### src/logic/epwm_pkg.sv
// Shared constants for the enhanced PWM restart, delay and steering block
package epwm_pkg;
    // ------------------------------------------------------------------
    // Register byte offsets on APB
    // ------------------------------------------------------------------
    localparam logic [7:0] ADDR_RESTART  = 8'h00;  // Restart and delay control
    localparam logic [7:0] ADDR_STEER    = 8'h04;  // Output steering control
    localparam logic [7:0] ADDR_MODE     = 8'h08;  // Polarity, function, configuration
    localparam logic [7:0] ADDR_STATUS   = 8'h0C;  // Shutdown event status
    localparam logic [7:0] ADDR_IRQ_STAT = 8'h10;  // Sticky events, read clears
    localparam logic [7:0] ADDR_IRQ_MASK = 8'h14;  // Interrupt mask
    // ------------------------------------------------------------------
    // Field positions
    // ------------------------------------------------------------------
    localparam int RSEN_BIT   = 7;                 // Auto restart enable
    localparam int SYNC_BIT   = 4;                 // Steering sync
    localparam int FUNC_LSB   = 2;                 // Channel function select
    localparam int CFG_LSB    = 4;                 // Output configuration select
    localparam int IRQ_SHUT   = 0;                 // Shutdown entered event
    localparam int IRQ_RESUME = 1;                 // Auto restart event
    // ------------------------------------------------------------------
    // Values after reset and codes
    // ------------------------------------------------------------------
    localparam logic [7:0] RESTART_RST = 8'h00;
    localparam logic [4:0] STEER_RST   = 5'h01;    // Only output A steered
    localparam logic [5:0] MODE_RST    = 6'h00;
    localparam logic [1:0] MASK_RST    = 2'h0;
    localparam logic [1:0] FUNC_PWM    = 2'h3;     // Function code for PWM
    localparam logic [1:0] CFG_SINGLE  = 2'h0;     // Single output configuration
    // ------------------------------------------------------------------
    // Timing: one instruction cycle is four oscillator periods
    // ------------------------------------------------------------------
    localparam int         TOSC_NS    = 10;
    localparam int         TCY_NS     = 4 * TOSC_NS;
    localparam logic [1:0] TCY_LAST   = 2'((TCY_NS / TOSC_NS) - 1);
endpackage : epwm_pkg

### src/logic/epwm_link_if.sv
// Signals between the control top and its delay and steering units
`timescale 1ns/100ps
interface epwm_link_if;
    logic       ce;            // Clock enable
    logic       tick;          // Instruction cycle boundary pulse
    logic       period_start;  // Start of PWM period pulse
    logic       raw;           // Scheduled PWM waveform
    logic [6:0] dc;            // Dead band delay count
    logic       dly;           // Delayed PWM waveform
    logic       shutdown;      // Outputs held in shutdown
    logic       mode_ok;       // Steering mode selected
    logic       sync;          // Steering sync
    logic [1:0] pol;           // Output polarity select
    logic [3:0] steer_req;     // Steering enables as written
    logic [3:0] port_data;     // Port pin levels
    logic [3:0] pins;          // Pin levels
    logic [3:0] sel;           // Pins driven by the PWM
    modport top (output ce, tick, period_start, raw, dc, shutdown, mode_ok, sync, pol,
                 output steer_req, port_data, input dly, pins, sel);
    modport dband (input ce, raw, dc, output dly);
    modport str (input ce, tick, period_start, dly, shutdown, mode_ok, sync, pol,
                 input steer_req, port_data, output pins, sel);
endinterface : epwm_link_if

### src/logic/epwm_deadband.sv
// Delays the active edge of the PWM by a count of instruction cycles
`timescale 1ns/100ps
module epwm_deadband (
    // Clock and reset
    input  wire logic ref_clk_i,
    input  wire logic rst_i,
    // Link to top
    epwm_link_if.dband lnk
);
    // State of the delay unit
    typedef struct packed {
        logic [8:0] cnt;     // Clocks left before going active
        logic       out;     // Delayed waveform
        logic       raw_d;   // Previous raw level
    } epwm_dly_type;
    epwm_dly_type st_r, st_nxt;

    // Rise starts the count, fall ends the pulse at once
    always_comb begin
        st_nxt       = st_r;
        st_nxt.raw_d = lnk.raw;
        if (!lnk.raw) begin
            st_nxt.out = 1'b0;
            st_nxt.cnt = 9'h000;
        end else if (!st_r.raw_d) begin
            st_nxt.cnt = {lnk.dc, 2'h0};            // [RULE3]
            st_nxt.out = (lnk.dc == 7'h00);
        end else if (st_r.cnt != 9'h000) begin
            st_nxt.cnt = st_r.cnt - 9'h001;
            st_nxt.out = (st_r.cnt == 9'h001);
        end
    end

    // Registers, frozen while the clock enable is low
    always_ff @(posedge ref_clk_i or posedge rst_i) begin
        if (rst_i) st_r <= '0;
        else if (lnk.ce) st_r <= st_nxt;
    end

    assign lnk.dly = st_r.out;

    // Helper: clocks since the raw rise was seen
    logic [9:0] since_r;
    always_ff @(posedge ref_clk_i or posedge rst_i) begin
        if (rst_i) since_r <= 10'h000;
        else if (lnk.ce) since_r <= (lnk.raw && !st_r.raw_d) ? 10'h000 : since_r + 10'h001;
    end

    active_delay_a: assert property (@(posedge ref_clk_i) disable iff (rst_i) // [RULE3]
        $rose(st_r.out) && $stable(lnk.dc) |-> since_r == {1'b0, lnk.dc, 2'h0})
        else $error("active edge not delayed by the programmed count");
endmodule : epwm_deadband

### src/logic/epwm_steer.sv
// Steers the delayed PWM onto four pins with polarity and port fallback
`timescale 1ns/100ps
module epwm_steer (
    // Clock and reset
    input  wire logic ref_clk_i,
    input  wire logic rst_i,
    // Link to top
    epwm_link_if.str  lnk
);
    // State of the steering unit
    typedef struct packed {
        logic [3:0] en;      // Steering enables in effect
        logic [3:0] pins;    // Pin levels
        logic [3:0] sel;     // Pins under PWM control
    } epwm_str_type;
    epwm_str_type st_r, st_nxt;
    logic [3:0]   pin_val;   // PWM level per pin
    logic         upd;       // Steering update moment

    // Per pin level: A and C follow polarity bit 1, B and D bit 0
    genvar g;
    generate
        for (g = 0; g < 4; g++) begin : g_pin
            logic low;
            assign low        = lnk.pol[(g % 2 == 0) ? 1 : 0];
            assign pin_val[g] = lnk.shutdown ? low : (lnk.dly ^ low);  // [RULE6]
        end
    endgenerate

    // Update at period start when synced, else at the instruction edge
    assign upd = lnk.sync ? lnk.period_start : lnk.tick;      // [RULE4] [RULE5]

    always_comb begin
        st_nxt      = st_r;
        if (upd) st_nxt.en = lnk.steer_req;
        st_nxt.sel  = lnk.mode_ok ? st_r.en : 4'h0;             // [RULE8]
        st_nxt.pins = (st_nxt.sel & pin_val) | (~st_nxt.sel & lnk.port_data); // [RULE7]
    end

    // Registers, frozen while the clock enable is low
    always_ff @(posedge ref_clk_i or posedge rst_i) begin
        if (rst_i) st_r <= '{en: epwm_pkg::STEER_RST[3:0], pins: 4'h0, sel: 4'h0};
        else if (lnk.ce) st_r <= st_nxt;
    end

    assign lnk.pins = st_r.pins;
    assign lnk.sel  = st_r.sel;

    sync_period_a: assert property (@(posedge ref_clk_i) disable iff (rst_i) // [RULE4]
        $changed(st_r.en) && $past(lnk.sync) |-> $past(lnk.period_start))
        else $error("steering changed outside period start");
    async_update_a: assert property (@(posedge ref_clk_i) disable iff (rst_i) // [RULE5]
        $past(lnk.ce && !lnk.sync && lnk.tick) |-> st_r.en == $past(lnk.steer_req))
        else $error("steering not applied at instruction edge");
    pwm_on_pin_a: assert property (@(posedge ref_clk_i) disable iff (rst_i) // [RULE6]
        $past(lnk.ce && lnk.mode_ok && st_r.en[1] && !lnk.shutdown)
        |-> st_r.pins[1] == $past(lnk.dly ^ lnk.pol[0]))
        else $error("pin B does not carry the PWM");
    port_on_pin_a: assert property (@(posedge ref_clk_i) disable iff (rst_i) // [RULE7]
        $past(lnk.ce && !st_r.en[2]) |-> st_r.pins[2] == $past(lnk.port_data[2]) && !st_r.sel[2])
        else $error("pin C not released to port");
    mode_gate_a: assert property (@(posedge ref_clk_i) disable iff (rst_i) // [RULE8]
        $past(lnk.ce && !lnk.mode_ok) |-> st_r.sel == 4'h0)
        else $error("steering active outside steering mode");
endmodule : epwm_steer

### src/logic/epwm_top.sv
// Enhanced PWM channel: restart, dead band delay and steering over APB
// Operation
// RULE1 - Restart enabled: status clears when shutdown ends
// RULE2 - Restart disabled: shutdown holds until software clears
// RULE3 - Active edge delayed by count instruction cycles
// RULE4 - Sync set: steering changes at period start
// RULE5 - Sync clear: steering changes at instruction edge
// RULE6 - Enabled pin carries PWM with selected polarity
// RULE7 - Disabled pin returns to port control
// RULE8 - Steering only in PWM single output mode
// RULE9 - Steering bits seven to five read zero
// RULE10 - Reset clears controls, enables output A only
`timescale 1ns/100ps
module epwm_top (
    // Clock, reset, enable
    input  wire logic        ref_clk_i,
    input  wire logic        rst_i,
    input  wire logic        ce_i,
    // APB slave
    input  wire logic        psel_i,
    input  wire logic        penable_i,
    input  wire logic        pwrite_i,
    input  wire logic [7:0]  paddr_i,
    input  wire logic [31:0] pwdata_i,
    output logic      [31:0] prdata_o,
    output logic             pready_o,
    output logic             pslverr_o,
    // PWM time base and shutdown
    input  wire logic        pwm_raw_i,
    input  wire logic        period_start_i,
    input  wire logic        shutdown_req_i,
    // Port pins
    input  wire logic [3:0]  port_data_i,
    output logic      [3:0]  pwm_out_o,
    output logic      [3:0]  pwm_drive_o,
    // Status and interrupt
    output logic             shutdown_o,
    output logic             irq_o
);
    // ------------------------------------------------------------------
    // State
    // ------------------------------------------------------------------
    typedef struct packed {
        logic [7:0]  restart;   // Restart enable and delay count
        logic [4:0]  steer;     // Sync and steering enables
        logic [5:0]  mode;      // Configuration, function, polarity
        logic        ase;       // Shutdown event status
        logic [1:0]  irq_stat;  // Sticky events
        logic [1:0]  irq_mask;  // Event mask
        logic        sd_s1;     // Shutdown request, first stage
        logic        sd_s2;     // Shutdown request, second stage
        logic [1:0]  div;       // Oscillator period within cycle
        logic        tick;      // Instruction boundary pulse
        logic        pready;    // APB ready
        logic        pslverr;   // APB error
        logic [31:0] prdata;    // APB read data
        logic        irq;       // Interrupt level
    } epwm_st_type;

    epwm_st_type st_r;        // Registered state
    epwm_st_type st_nxt;      // Next state
    logic        acc;         // APB access phase completes
    logic        wr;          // Write completes
    logic        rd;          // Read completes
    logic        setup;       // APB setup cycle
    logic        mapped;      // Address decodes
    logic [31:0] rdata;       // Read mux
    logic        sd;          // Synchronised shutdown request
    logic        mode_ok;     // Steering mode active

    epwm_link_if lnk ();

    // ------------------------------------------------------------------
    // Sub units
    // ------------------------------------------------------------------
    epwm_deadband u_dly (
        .ref_clk_i (ref_clk_i),
        .rst_i     (rst_i),
        .lnk       (lnk.dband)
    );

    epwm_steer u_str (
        .ref_clk_i (ref_clk_i),
        .rst_i     (rst_i),
        .lnk       (lnk.str)
    );

    // Drive the link
    assign lnk.ce           = ce_i;
    assign lnk.tick         = st_r.tick;
    assign lnk.period_start = period_start_i;
    assign lnk.raw          = pwm_raw_i;
    assign lnk.dc           = st_r.restart[6:0];
    assign lnk.shutdown     = st_r.ase;
    assign lnk.mode_ok      = mode_ok;
    assign lnk.sync         = st_r.steer[epwm_pkg::SYNC_BIT];
    assign lnk.pol          = st_r.mode[1:0];
    assign lnk.steer_req    = st_r.steer[3:0];
    assign lnk.port_data    = port_data_i;

    // Steering only with PWM function and single output configuration
    assign mode_ok = (st_r.mode[epwm_pkg::FUNC_LSB +: 2] == epwm_pkg::FUNC_PWM)  // [RULE8]
                  && (st_r.mode[epwm_pkg::CFG_LSB +: 2] == epwm_pkg::CFG_SINGLE);

    // ------------------------------------------------------------------
    // APB decode
    // ------------------------------------------------------------------
    assign setup = psel_i && !penable_i;
    assign acc   = psel_i && penable_i && st_r.pready;
    assign wr    = acc && pwrite_i;
    assign rd    = acc && !pwrite_i;
    assign sd    = st_r.sd_s2;

    // Read mux, unused bits zero
    always_comb begin
        rdata  = 32'h0000_0000;
        mapped = 1'b1;
        case (paddr_i)
            epwm_pkg::ADDR_RESTART:  rdata[7:0] = st_r.restart;
            epwm_pkg::ADDR_STEER:    rdata[4:0] = st_r.steer;     // [RULE9]
            epwm_pkg::ADDR_MODE:     rdata[5:0] = st_r.mode;
            epwm_pkg::ADDR_STATUS:   rdata[0]   = st_r.ase;
            epwm_pkg::ADDR_IRQ_STAT: rdata[1:0] = st_r.irq_stat;
            epwm_pkg::ADDR_IRQ_MASK: rdata[1:0] = st_r.irq_mask;
            default:                 mapped     = 1'b0;
        endcase
    end

    // ------------------------------------------------------------------
    // Next state
    // ------------------------------------------------------------------
    always_comb begin
        st_nxt = st_r;
        // Shutdown request synchroniser
        st_nxt.sd_s1 = shutdown_req_i;
        st_nxt.sd_s2 = st_r.sd_s1;
        // Instruction cycle divider
        st_nxt.div  = (st_r.div == epwm_pkg::TCY_LAST) ? 2'h0 : st_r.div + 2'h1;
        st_nxt.tick = (st_r.div == epwm_pkg::TCY_LAST);
        // APB answer one cycle after setup
        st_nxt.pready  = setup;
        st_nxt.pslverr = setup && !mapped;
        if (setup) begin
            st_nxt.prdata = rdata;
        end
        // Register writes
        if (wr) begin
            case (paddr_i)
                epwm_pkg::ADDR_RESTART:  st_nxt.restart  = pwdata_i[7:0];
                epwm_pkg::ADDR_STEER:    st_nxt.steer    = pwdata_i[4:0];  // [RULE9]
                epwm_pkg::ADDR_MODE:     st_nxt.mode     = pwdata_i[5:0];
                epwm_pkg::ADDR_STATUS:   st_nxt.ase      = pwdata_i[0];    // [RULE2]
                epwm_pkg::ADDR_IRQ_MASK: st_nxt.irq_mask = pwdata_i[1:0];
                default:                 st_nxt.ase      = st_r.ase;
            endcase
        end
        // Reading the event register clears it
        // Only the events returned are cleared, one arriving meanwhile stays
        if (rd && paddr_i == epwm_pkg::ADDR_IRQ_STAT) begin
            st_nxt.irq_stat = st_r.irq_stat & ~st_r.prdata[1:0];
        end
        // Automatic clear once the condition has gone
        if (st_r.ase && st_r.restart[epwm_pkg::RSEN_BIT] && !sd) begin
            st_nxt.ase = 1'b0;                                       // [RULE1]
            st_nxt.irq_stat[epwm_pkg::IRQ_RESUME] = 1'b1;
        end
        // A live shutdown request wins over any clear
        if (sd) begin
            st_nxt.ase = 1'b1;
            if (!st_r.ase) begin
                st_nxt.irq_stat[epwm_pkg::IRQ_SHUT] = 1'b1;
            end
        end
        st_nxt.irq = |(st_nxt.irq_stat & st_nxt.irq_mask);
    end

    // ------------------------------------------------------------------
    // Registers, frozen while the clock enable is low
    // ------------------------------------------------------------------
    always_ff @(posedge ref_clk_i or posedge rst_i) begin
        if (rst_i) begin
            st_r          <= '0;
            st_r.restart  <= epwm_pkg::RESTART_RST;                 // [RULE10]
            st_r.steer    <= epwm_pkg::STEER_RST;
            st_r.mode     <= epwm_pkg::MODE_RST;
            st_r.irq_mask <= epwm_pkg::MASK_RST;
        end else if (ce_i) begin
            st_r <= st_nxt;
        end
    end

    // ------------------------------------------------------------------
    // Outputs
    // ------------------------------------------------------------------
    assign prdata_o    = st_r.prdata;
    assign pready_o    = st_r.pready;
    assign pslverr_o   = st_r.pslverr;
    assign pwm_out_o   = lnk.pins;
    assign pwm_drive_o = lnk.sel;
    assign shutdown_o  = st_r.ase;
    assign irq_o       = st_r.irq;

    // ------------------------------------------------------------------
    // Checks
    // ------------------------------------------------------------------
    auto_restart_a: assert property (@(posedge ref_clk_i) disable iff (rst_i) // [RULE1]
        ce_i && st_r.ase && st_r.restart[7] && !sd |=> !st_r.ase)
        else $error("status not cleared after shutdown ended");

    hold_shutdown_a: assert property (@(posedge ref_clk_i) disable iff (rst_i) // [RULE2]
        ce_i && st_r.ase && !st_r.restart[7] && !(wr && paddr_i == epwm_pkg::ADDR_STATUS)
        |=> st_r.ase)
        else $error("shutdown released without software");

    shut_pins_a: assert property (@(posedge ref_clk_i) disable iff (rst_i) // [RULE6]
        st_r.ase && $past(st_r.ase) && ce_i && $past(ce_i)
        && st_r.mode[1:0] == 2'h0 |=> (pwm_out_o & pwm_drive_o) == 4'h0)
        else $error("steered pin active during shutdown");

    steer_zero_a: assert property (@(posedge ref_clk_i) disable iff (rst_i) // [RULE9]
        pready_o && $past(paddr_i == epwm_pkg::ADDR_STEER && setup && ce_i)
        |-> prdata_o[7:5] == 3'h0)
        else $error("unimplemented steering bits read nonzero");

    reset_values_a: assert property (@(posedge ref_clk_i) // [RULE10]
        $fell(rst_i) |-> st_r.restart == 8'h00 && st_r.steer == 5'h01)
        else $error("wrong control values after reset");

    irq_level_a: assert property (@(posedge ref_clk_i) disable iff (rst_i)
        irq_o == |(st_r.irq_stat & st_r.irq_mask))
        else $error("interrupt level disagrees with status and mask");

    tick_rate_a: assert property (@(posedge ref_clk_i) disable iff (rst_i)
        ce_i && st_r.tick ##1 ce_i [*3] |-> !st_r.tick)
        else $error("instruction tick too frequent");
endmodule : epwm_top

### config.mk
export PLATFORM = sky130hd
export DESIGN_NAME = epwm_top
export DESIGN_NICKNAME = d
export VERILOG_FILES = /design/src/logic/epwm_pkg.sv /design/src/logic/epwm_link_if.sv /design/src/logic/epwm_deadband.sv /design/src/logic/epwm_steer.sv /design/src/logic/epwm_top.sv
export SDC_FILE = /design/constraint.sdc
export NUM_CORES = 1
export LEC_CHECK = 0
export BUFFER_PORTS_ARGS = -buffer_cell sky130_fd_sc_hd__clkbuf_2
export CAP_MARGIN = 20
export CORE_AREA = 2 2 86 88
export CTS_CLUSTER_DIAMETER = 120
export DETAILED_ROUTE_END_ITERATION = 6
export DIE_AREA = 0 0 88 90
export PLACE_DENSITY = 0.87
export REMOVE_ABC_BUFFERS = 1
export SLEW_MARGIN = 20
export SYNTH_ARGS = -nofsm -noshare
export SYNTH_HDL_FRONTEND = slang
export SYNTH_SLANG_ARGS = --single-unit
export TNS_END_PERCENT = 100
### constraint.sdc
create_clock -name ref_clk_i -period 2.5 [get_ports ref_clk_i]
set_input_delay 0.625 -clock ref_clk_i [delete_from_list [all_inputs] [get_ports ref_clk_i]]
set_output_delay 0.625 -clock ref_clk_i [all_outputs]
set_load 0.1 [all_outputs]
==> results of run 1 <==
[cells by family after synthesis]
logic type,Yosys count,share of synthesized area (%)
AND/OR/NAND/NOR,90,15.0
AO/OA/AOI/OAI,68,12.3
flip-flops,63,45.6
buffers and inverters,62,11.2
multiplexers,44,14.3
adder cells (fa/ha/maj),3,1.08
XOR/XNOR,2,0.506
other,1,0.108
[final cells by class]
class	count	area, um2
Multi-Input combinational cell	231	1580
Sequential cell	63	1580
Fill cell	591	3140
Tap cell	99	124
Clock inverter	7	135
Timing Repair Buffer	53	290
Clock buffer	9	124
Inverter	13	48.8
[critical path, delay by kind of cell (launching register included)]
family                   cells  cell delay [ps]
AND/OR/NAND/NOR              3              610
AO/OA/AOI/OAI                2              590
flip-flops                   1              450
adder cells (fa/ha/maj)      1              210
buffers and inverters        1               80
[path summary, 6_finish.rpt]
| kind | endpoint | cells past startpoint | slack (ps) | startpoint |
|---|---|---|---|---|
| worst max-delay path | u_dly.st_r[7] | 7 | 430 | u_dly.st_r[2] |
| worst min-delay path | u_dly.st_r[9] | 3 | 300 | rst_i |
| worst max register to register | u_dly.st_r[7] | 7 | 430 | u_dly.st_r[2] |
| worst min register to register | prdata_o[5] | 2 | 490 | prdata_o[5] |
| max in group asynchronous | u_str.st_r[8] | 3 | 1870 | rst_i |
| min in group ref_clk_i | prdata_o[5] | 2 | 490 | prdata_o[5] |
[sequential cells by signal, indices dropped and copies added, names as in the netlist]
register,cells
u_dly.lnk.dly,1
u_str.lnk.sel,4
pslverr_o,1
prdata_o,8
st_r,11
lnk.pol,2
lnk.steer_req,4
lnk.tick,1
u_str.st_r,4
st_nxt,1
lnk.sync,1
sd,1
lnk.dc,7
pready_o,1
u_str.lnk.pins,4
irq_o,1
u_dly.st_r,10
shutdown_o,1
[stage by stage]
step | total power (uW) | hold WS [ps] | instances | worst slack, ps | area [um2]
3_5_place_dp | 1920 | 475 | 459 | 323 | 3620
2_1_floorplan | 1760 | 441 | 307 | 277 | 3210
3_3_place_gp | 1900 | 457 | 459 | 423 | 3620
6_report | 3050 | 295 | 475 | 430 | 3880
5_1_grt | 3190 | 341 | 475 | 264 | 3880
4_1_cts | 3070 | 328 | 475 | 436 | 3880
[layer usage]
metal  vias to the layer above  GRT usage (%)  part of all wire, %
li1                       1197              -                    -
met1                      1220           24.9                   42
met2                        95           29.4                   50
met3                         9           5.05                  6.1
met4                         0           5.77                  1.3
met5                         -              0                    0
[power by group through the flow]
| stage | logic [uW] | registers, uW | clock network (uW) |
|---|---|---|---|
| 6_report | 720 | 1180 | 1150 |
| 5_1_grt | 776 | 1200 | 1220 |
| 4_1_cts | 723 | 1180 | 1170 |
| 3_5_place_dp | 721 | 1200 | 0 |
| 3_3_place_gp | 709 | 1190 | 0 |
| 2_1_floorplan | 444 | 1310 | 0 |
[cells in the mapped netlist (all sizes together) (2+ instances only)]
master  count  area share, %
nand2      41            4.5
nor4        6            1.7
xnor2       2           0.51
o21ai      27            4.2
a21o        2           0.43
mux2       33             11
inv        13            1.4
and2        2           0.36
nand4       2           0.36
a21boi      2           0.43
o22ai       2           0.36
nor2       15            1.6
mux2i      10            2.9
ha          3            1.1
buf        44            9.2
nand3b      2           0.79
o221ai      2           0.51
clkbuf      5           0.54
o41ai       2           0.51
nor3        6            1.8
nor2b       2           0.36
and3        3           0.54
dfrtp      61             44
dfstp       2            1.5
o31ai       8            1.7
and4        2           0.51
nand3       3           0.72
a21oi      15            2.2
nor3b       2           0.58
==> summary.md, run 1 <==
| Metric | Value |
|---|---|
| Status | finished clean |
| Die Span Y | 90 um |
| Post-Syn Instances | 333 |
| Max clock buf depth | 2 |
| Pre-Repair DR Iteration Count | 4 |
| CTS Buf Count | 9 |
| Type of origin of the critical path | flop |
| Initial antenna violation count | 0 |
| Switching share of power | 32.7% |
| # DRC | 0 |
| Crit path capture type | flop |
| Avg Cell Area, Syn | 10.4 um2 |
| HP Class | input port to asynchronous set/reset pin |
| Crit-path max cell delay | 450 ps |
| Combinational fraction of design power | 23.6% |
| Diode count | 0 |
| Fraction of layout cells with a size suffix above 1 | 27.7% |
| Via count | 2521 |
| Io pins | 97 |
| Starting density of the core | 49.3% |
| Overall Global Routing Usage | 18.6% |
| Internal power | 2050 uW |
| Setup repair bufs after CTS | 0 |
| Synth warnings | 0 |
| RSZ-0062 raised after global routing | false |
| Grt ovf | 0 |
| Slew Limit Fails | 0 |
| Largest net degree at the start of global routing | 64 |
| Initial DRC Count | 124 |
| Clk sinks | 63 |
| Number of distinct library cells after synthesis | 55 |
| Routed WL | 7030 um |
| Critical Path RT | 2720 ps |
| Clk network pwr share | 37.6% |
| Vias per cell | 5.31 |
| Slew headroom | 63.8% |
| PwrDens | 786 mW/mm2 |
| CTS tree | done |
| Critical path class | flop to flop |
| Setup TNS | 0 ps |
| Reg clk slew, reported paths | 70 ps |
| Final setup vio count | 0 |
| Hold-fix buffers, CTS | 0 |
| Root Driver | clkbuf_8 |
| Worst slew pin tran | 545 ps |
| Register bit count reported by yosys | 63 |
| DIE WIDTH | 88 um |
| Routed length per instance | 14.8 um |
| LEAKAGE | 0.00192 uW |
| Row count | 31 |
| Synthesized cell area | 0.00346 mm2 |
| Final hold violations | 0 |
| Crit-path cells | inv_1, ha_1, nor3b_2, nand3_2, o21ai_4, nor3_1, a221o_1 |
| CTS H-tree lvls | 3 |
| Post-synthesis sequential area ratio | 45.6% |
| Final nets | 427 |
| Crit-path max FO | 10 |
| Final Cycle Share | 82.8% |
| Clk_lat worst skew | 340 ps |
| Vias in the first global route | 2350 |
| Minimum clock period | 2070 ps |
| Die area | 0.00792 mm2 |
| I/O Buffers | 48 |
| CTS resizes | 0 |
| Clk_skew | 7.42 ps |
| Core Util, Final | 55.3% |
| Dpl hpwl | 5170 um |
| Peak Freq | 483 MHz |
| GPL Wtd Cong | 0.893 |
| Reg power frac | 38.8% |
| Most frequent cells in the layout | dfrtp_1 (61), clkbuf_2 (48), nand2_1 (40) |
| Max-cap violations | 0 |
| Slowest-stage cell, CP | dfrtp_1 |
| Psw | 998 uW |
| Post-route ant nets | 0 |
| FFs w/ async S/R, synth | 100% |
| Layout area overhead | 12.1% |
| Commonest non-fill, non-tap cell in the layout | dfrtp_1 |
| First-pass GRT wire length | 11400 um |
| CP arrival | 2290 ps |
| Post-synth EDFFs | 0 |
| Core box area | 0.00702 mm2 |
| VDD IR-drop max | 0.000310 V |
| Ys flop type | dfrtp_1 |
Power figures use the tool's default switching activity.
==> run 2, diff against run 1 <==
- ABC_AREA: unset -> 1
- CORE_AREA: 2 2 86 88 -> 2 2 90 92
- DIE_AREA: 0 0 88 90 -> 0 0 92 94
- PLACE_DENSITY: 0.87 -> 0.86
- clock period: 2.5 -> 1.85 ns (I/O delays scaled with it)
==> run 2 against run 1 <==
  * Synthesized cell count rose by 37%
  * Non-clock buffer count rose by 1
  * Worst hold slack got worse by 140 ps
  * Wire length rose by 10%
  * Count of clock-buffer cells in the layout rose by 4
  * Combinational power rose by 37%
  * First-iteration DRC count rose by 61%
  * Flip-flop and latch count did not move
  * Power rose by 25%
  * Setup slack got worse by 280 ps
  * Sequential power rose by 33%
  * Clock power rose by 9.6%
  * Largest power group unchanged
==> summary.md, run 2 <==
| Metric | Value |
|---|---|
| Ys flop type | dfrtp_1 |
| Via count | 3042 (+21%) |
| Setup repair bufs after CTS | 0 (unchanged) |
| Routed length per instance | 12.8 um (-13%) |
| Dpl hpwl | 5760 um (+11%) |
| Worst slew pin tran | 544 ps (-0.671 ps) |
| Synth warnings | 0 (unchanged) |
| Minimum clock period | 1700 ps |
| Most common cell in the netlist | nand2_1 |
| Mux contribution to synthesized area | 1.25% (-13 points) |
| # DRC | 0 (unchanged) |
| Critical Path RT | 1390 ps (-1330 ps) |
| Slew headroom | 63.9% (about the same) |
| Main combinational cell family by area after synthesis | simple AND/OR/NAND/NOR gates |
| Post-Syn Instances | 455 (+37%) |
| Synthesized cell area | 0.00360 mm2 (+4.0%) |
| Routed WL | 7740 um (+10%) |
| Fraction of layout cells with a size suffix above 1 | 21.8% (-5.9 points) |
| I/O Buffers | 48 (unchanged) |
| Critical path's top delay family | buffers and inverters |
| CTS tree | done |
| Vias in the first global route | 2931 (+25%) |
| Register bit count reported by yosys | 63 (unchanged) |
| Number of distinct library cells after synthesis | 38 (-31%) |
| VDD IR-drop max | 0.000413 V (+33%) |
| Die area | 0.00865 mm2 (+9.2%) |
| Vias per cell | 5.04 (-4.9%) |
| Initial antenna violation count | 0 (unchanged) |
| Row count | 32 (+3.2%) |
| Io pins | 97 (unchanged) |
| Post-route ant nets | 0 (unchanged) |
| Final setup vio count | 0 (unchanged) |
| Most frequent cells in the layout | nand2_1 (133), dfrtp_1 (61), clkbuf_2 (48) |
| Largest net degree at the start of global routing | 64 (unchanged) |
| WHS | 152 ps (-144 ps) |
| LEAKAGE | 0.00210 uW (+9.5%) |
| Max clock buf depth | 2 (unchanged) |
| Final Power | 3810 uW (+25%) |
| Slew Limit Fails | 0 (unchanged) |
| Max-cap violations | 0 (unchanged) |
| Grt ovf | 0 (unchanged) |
| RR Endpoint | u_dly.st_r[2] |
| Pre-Repair DR Iteration Count | 5 (+1) |
| Post-Synth Simple-Gate Area | 26.0% (+11 points) |
| Setup TNS | 0 ps (unchanged) |
| Clk_lat worst skew | 350 ps (about the same) |
| CTS Buf Count | 9 (unchanged) |
| Layout area overhead | 10.6% |
| Type of origin of the critical path | flop |
| Core box area | 0.00761 mm2 (+8.4%) |
| Diode count | 0 (unchanged) |
| CTS resizes | 0 (unchanged) |
| Worst reg2reg setup slack | 200 ps (-230 ps) |
| Synth Area in Compound Gates | 12.2% (-0.061 points) |
| CP arrival | 1240 ps (-1050 ps) |
| Synth top area share | 42.4% (-1.7 points) |
| Post-synth EDFFs | 0 (unchanged) |
| Area leader, netlist | dfrtp_1 |
| Max reg flops | 11 (unchanged) |
| Critical Path Start | shutdown_o |
| Commonest non-fill, non-tap cell in the layout | nand2_1 |
| RSZ-0062 raised after global routing | false |
| Peak Freq | 587 MHz |
| Clk_skew | 8.33 ps (+0.904 ps) |
| Top cells by area, synth | dfrtp_1 (42%), nand2_1 (14%), buf_4 (8.5%), inv_1 (5.0%), o21ai_0 (4.6%) |
| Crit-path max cell delay | 480 ps (+30 ps) |
| Root Driver | clkbuf_8 |
| XOR/XNOR Fraction of Synth Area | 0.729% (+0.22 points) |
| GPL Wtd Cong | 0.896 (+0.28%) |
| R2r worst-path depth | 9 (+2) |
| Biggest register | st_r |
| Post-synthesis sequential area ratio | 43.8% (-1.8 points) |
| FFs w/ async S/R, synth | 100% (unchanged) |
| HP Class | input port to asynchronous set/reset pin |
| Final hold violations | 0 (unchanged) |
| First-pass GRT wire length | 12900 um (+13%) |
| Dpl ws | 222 ps (-101 ps) |
| CTS H-tree lvls | 3 (unchanged) |
| Starting density of the core | 47.4% (-2.0 points) |
| Crit-path cells | clkbuf_2 |
| Status | finished clean |
| Setup ws final | 147 ps (-283 ps) |
| Reg clk slew, reported paths | 70 ps (about the same) |
| PwrDens | 955 mW/mm2 (+22%) |
| Slowest-stage cell, CP | clkbuf_2 |
| Crit path capture type | output port |
| Die Span Y | 94 um (+4.4%) |
| Final Cycle Share | 92.1% |
| Critical path class | flop to output port |
| Buf/Inv on CP | 1 (unchanged) |
| Hold-fix buffers, CTS | 0 (unchanged) |
| Post-Synth Adder-Cell Area | 1.04% (-0.042 points) |
| Initial DRC Count | 200 (+61%) |
| Clk sinks | 63 (unchanged) |
| Overall Global Routing Usage | 19.3% (+0.64 points) |
| Crit-path max FO | 5 (-5) |
| Final nets | 552 (+29%) |
| Worst r2r src | u_dly.st_r[2] |
| Crit path depth | 1 (-6) |
| Post-synth top cells | nand2_1 (133), dfrtp_1 (61), inv_1 (48), buf_4 (41), o21ai_0 (33) |
| Avg Cell Area, Syn | 7.92 um2 (-24%) |
| DIE WIDTH | 92 um (+4.5%) |
## run 2: kinds of logic after synthesis
logic type,Yosys count
buffers and inverters,99
muxes,4
DFF,63
adders and majority gates,3
and+or+nand+nor,211
other,1
xor gates and xnor gates,3
AOI/OAI and AO/OA,71
## run 2: final cells by class
type	count	area, um2
fill	718	3620
sequential	63	1580
multi-input combinational	316	1580
timing repair buffer	54	298
inverter	52	196
clock buffer	13	169
tap	102	128
clock inverter	3	40.0
## run 2: worst max path at each step
| stage | end | slack [ps] |
|---|---|---|
| 2_1_floorplan | irq_o | -180 |
| 3_3_place_gp | lnk.dc[6] | 250 |
| 3_5_place_dp | lnk.dc[6] | 220 |
| 4_1_cts | shutdown_o | 140 |
| 5_1_grt | u_dly.st_r[2] | 50 |
| 6_report | shutdown_o | 150 |
## run 2: metal layers
metal | vias to the layer above | GRT usage [%] | wire length (um)
met5 | - | 0 | 0
met4 | 0 | 9.08 | 210
met3 | 16 | 5.94 | 433
met2 | 107 | 31.9 | 3730
met1 | 1445 | 23.1 | 3370
li1 | 1474 | - | -
## run 2: through the flow
| step | util (%) | instance area, um2 | instances |
|---|---|---|---|
| 6_report | 52.4 | 3990 | 603 |
| 5_1_grt | 52.4 | 3990 | 603 |
| 3_3_place_gp | 49.6 | 3780 | 587 |
| 4_1_cts | 52.4 | 3990 | 603 |
| 3_5_place_dp | 49.6 | 3780 | 587 |
| 2_1_floorplan | - | 3350 | 431 |
## run 2: power breakdown
part,internal [uW],switching (uW)
combinational,207,778
clock,729,527
sequential,1490,81.3
total,2420,1390
==> run 3, diff against run 2 <==
- ABC_CLOCK_PERIOD_IN_PS: unset -> 1850
- CORE_AREA: 2 2 90 92 -> 2 2 77 108
- DIE_AREA: 0 0 92 94 -> 0 0 79 110
- PLACE_DENSITY: 0.86 -> 0.85
==> run 3 against run 2 <==
  * Critical path depth stayed put
  * Design area is 0.91% lower
  * Flip-flop and latch count stayed put
  * Critical path type unchanged
  * Largest power group unchanged
==> summary.md, run 3 (synthesis results as in run 2) <==
| Metric | Value |
|---|---|
| Status | finished clean |
| Crit path capture type | output port |
| Vias in the first global route | 2938 (+0.24%) |
| Fraction of layout cells with a size suffix above 1 | 21.2% (-0.51 points) |
| Placed insts | 583 (-0.68%) |
| I/O Buffers | 48 (unchanged) |
| Reg clk slew, reported paths | 70 ps (about the same) |
| Initial DRC Count | 264 (+32%) |
| Final Cycle Share | 92.2% (+0.17 points) |
| Final hold violations | 0 (unchanged) |
| Clk_lat worst skew | 350 ps (about the same) |
| Setup TNS | 0 ps (unchanged) |
| CP arrival | 1240 ps (about the same) |
| Setup repair bufs after CTS | 0 (unchanged) |
| Core box area | 0.00770 mm2 (+1.2%) |
| Final Power | 3720 uW (-2.4%) |
| Diode count | 0 (unchanged) |
| Largest net degree at the start of global routing | 64 (unchanged) |
| DIE WIDTH | 79 um (-14%) |
| Via count | 2972 (-2.3%) |
| CTS tree | done |
| Crit-path max cell delay | 480 ps (about the same) |
| CTS Buf Count | 9 (unchanged) |
| VDD IR-drop max | 0.000443 V (+7.2%) |
| Crit-path max FO | 5 (unchanged) |
| Slew Limit Fails | 0 (unchanged) |
| Critical path's top delay family | buffers and inverters |
| Worst slew pin tran | 541 ps (-2.77 ps) |
| Worst reg2reg setup slack | 180 ps (-20 ps) |
| Max clock buf depth | 2 (unchanged) |
| PwrDens | 941 mW/mm2 (-1.5%) |
| Most frequent cells in the layout | nand2_1 (133), dfrtp_1 (61), clkbuf_2 (48) |
| Clk sinks | 63 (unchanged) |
| Crit-path cells | clkbuf_2 |
| LEAKAGE | 0.00208 uW (-0.96%) |
| Dpl hpwl | 6110 um (+6.0%) |
| Slew headroom | 64.1% (+0.18 points) |
| Max reg flops | 11 (unchanged) |
| Routed length per instance | 13.3 um (+3.2%) |
| Critical path class | flop to output port |
| GPL Wtd Cong | 0.925 (+3.2%) |
| Row count | 38 (+19%) |
| Vias per cell | 4.96 (-1.6%) |
| Hold-fix buffers, CTS | 0 (unchanged) |
| First-pass GRT wire length | 13500 um (+4.9%) |
| Slowest-stage cell, CP | clkbuf_2 |
| Io pins | 97 (unchanged) |
| Minimum clock period | 1710 ps (+3.12 ps) |
| Die Span Y | 110 um (+17%) |
| RR Endpoint | u_dly.st_r[2] |
| Pre-Repair DR Iteration Count | 5 (unchanged) |
| Worst r2r src | u_dly.st_r[2] |
| # DRC | 0 (unchanged) |
| Final nets | 550 (-0.36%) |
| Commonest non-fill, non-tap cell in the layout | nand2_1 |
| Dpl ws | 193 ps (-28.8 ps) |
| Grt ovf | 0 (unchanged) |
| Die area | 0.00869 mm2 (+0.49%) |
| Routed WL | 7940 um (+2.5%) |
| Starting density of the core | 46.8% (-0.58 points) |
| Max-cap violations | 0 (unchanged) |
| RSZ-0062 raised after global routing | false |
| Peak Freq | 586 MHz (-0.18%) |
| Setup ws final | 144 ps (-3.12 ps) |
| Biggest register | st_r |
| Type of origin of the critical path | flop |
| WHS | 152 ps (+0.501 ps) |
| Critical Path RT | 1390 ps (about the same) |
| Clk_skew | 9.23 ps (+0.903 ps) |
| CTS resizes | 0 (unchanged) |
| HP Class | input port to asynchronous set/reset pin |
| Buf/Inv on CP | 1 (unchanged) |
| Post-route ant nets | 0 (unchanged) |
| Layout area overhead | 9.58% |
| Non-filler cells, final | 599 (-0.66%) |
| Initial antenna violation count | 0 (unchanged) |
| Final setup vio count | 0 (unchanged) |
| CTS H-tree lvls | 3 (unchanged) |
| R2r worst-path depth | 9 (unchanged) |
| Root Driver | clkbuf_8 |
| Overall Global Routing Usage | 20.2% (+0.94 points) |
## run 3: cell types whose count changed in the layout (fill, tap and decap cells not counted)
| cell | previous run | this run |
|---|---|---|
| clkbuf_8 | 12 | 10 |
| buf_4 | 5 | 3 |
| clkinv_2 | 3 | 4 |
| clkbuf_1 | 1 | 2 |
## run 3: routing by layer
metal  routed length, um  global-route usage (%)  vias to the layer above
met3                 297                    3.34                       19
met5                   0                       0                        -
met2                4250                    36.0                       86
li1                    -                       -                     1463
met4                 265                    11.9                        0
met1                3130                    22.7                     1404
## run 3: worst max-delay path by stage
stage / from / end / slack [ps] / depth (start not counted)
6_report: shutdown_o / shutdown_o / 140 / 1
5_1_grt: u_dly.st_r[2] / u_dly.st_r[2] / 80 / 9
4_1_cts: shutdown_o / shutdown_o / 130 / 1
3_5_place_dp: paddr_i[7] / st_r[50] / 190 / 7
3_3_place_gp: paddr_i[0] / prdata_o[0] / 240 / 10
2_1_floorplan: rst_i / irq_o / -180 / 1
## run 3: power breakdown
group	total [uW]	internal, uW	switching, uW
combinational	982	205	777
clock	1170	653	513
sequential	1570	1490	82.4
## run 3: through the flow
stage / utilization, % / area [um2]
after floorplan: - / 3350
after global placement: 48.8 / 3760
after detailed placement: 48.8 / 3760
after CTS: 51.3 / 3950
after global routing: 51.3 / 3950
final: 51.3 / 3950
## run 3: area by class of cell
| cell class | count | area [um2] |
|---|---|---|
| Timing Repair Buffer | 52 | 283 |
| Clock inverter | 4 | 45.0 |
| Fill cell | 706 | 3750 |
| Clock buffer | 12 | 145 |
| Sequential cell | 63 | 1580 |
| Multi-Input combinational cell | 316 | 1580 |
| Inverter | 52 | 196 |
| Tap cell | 100 | 125 |
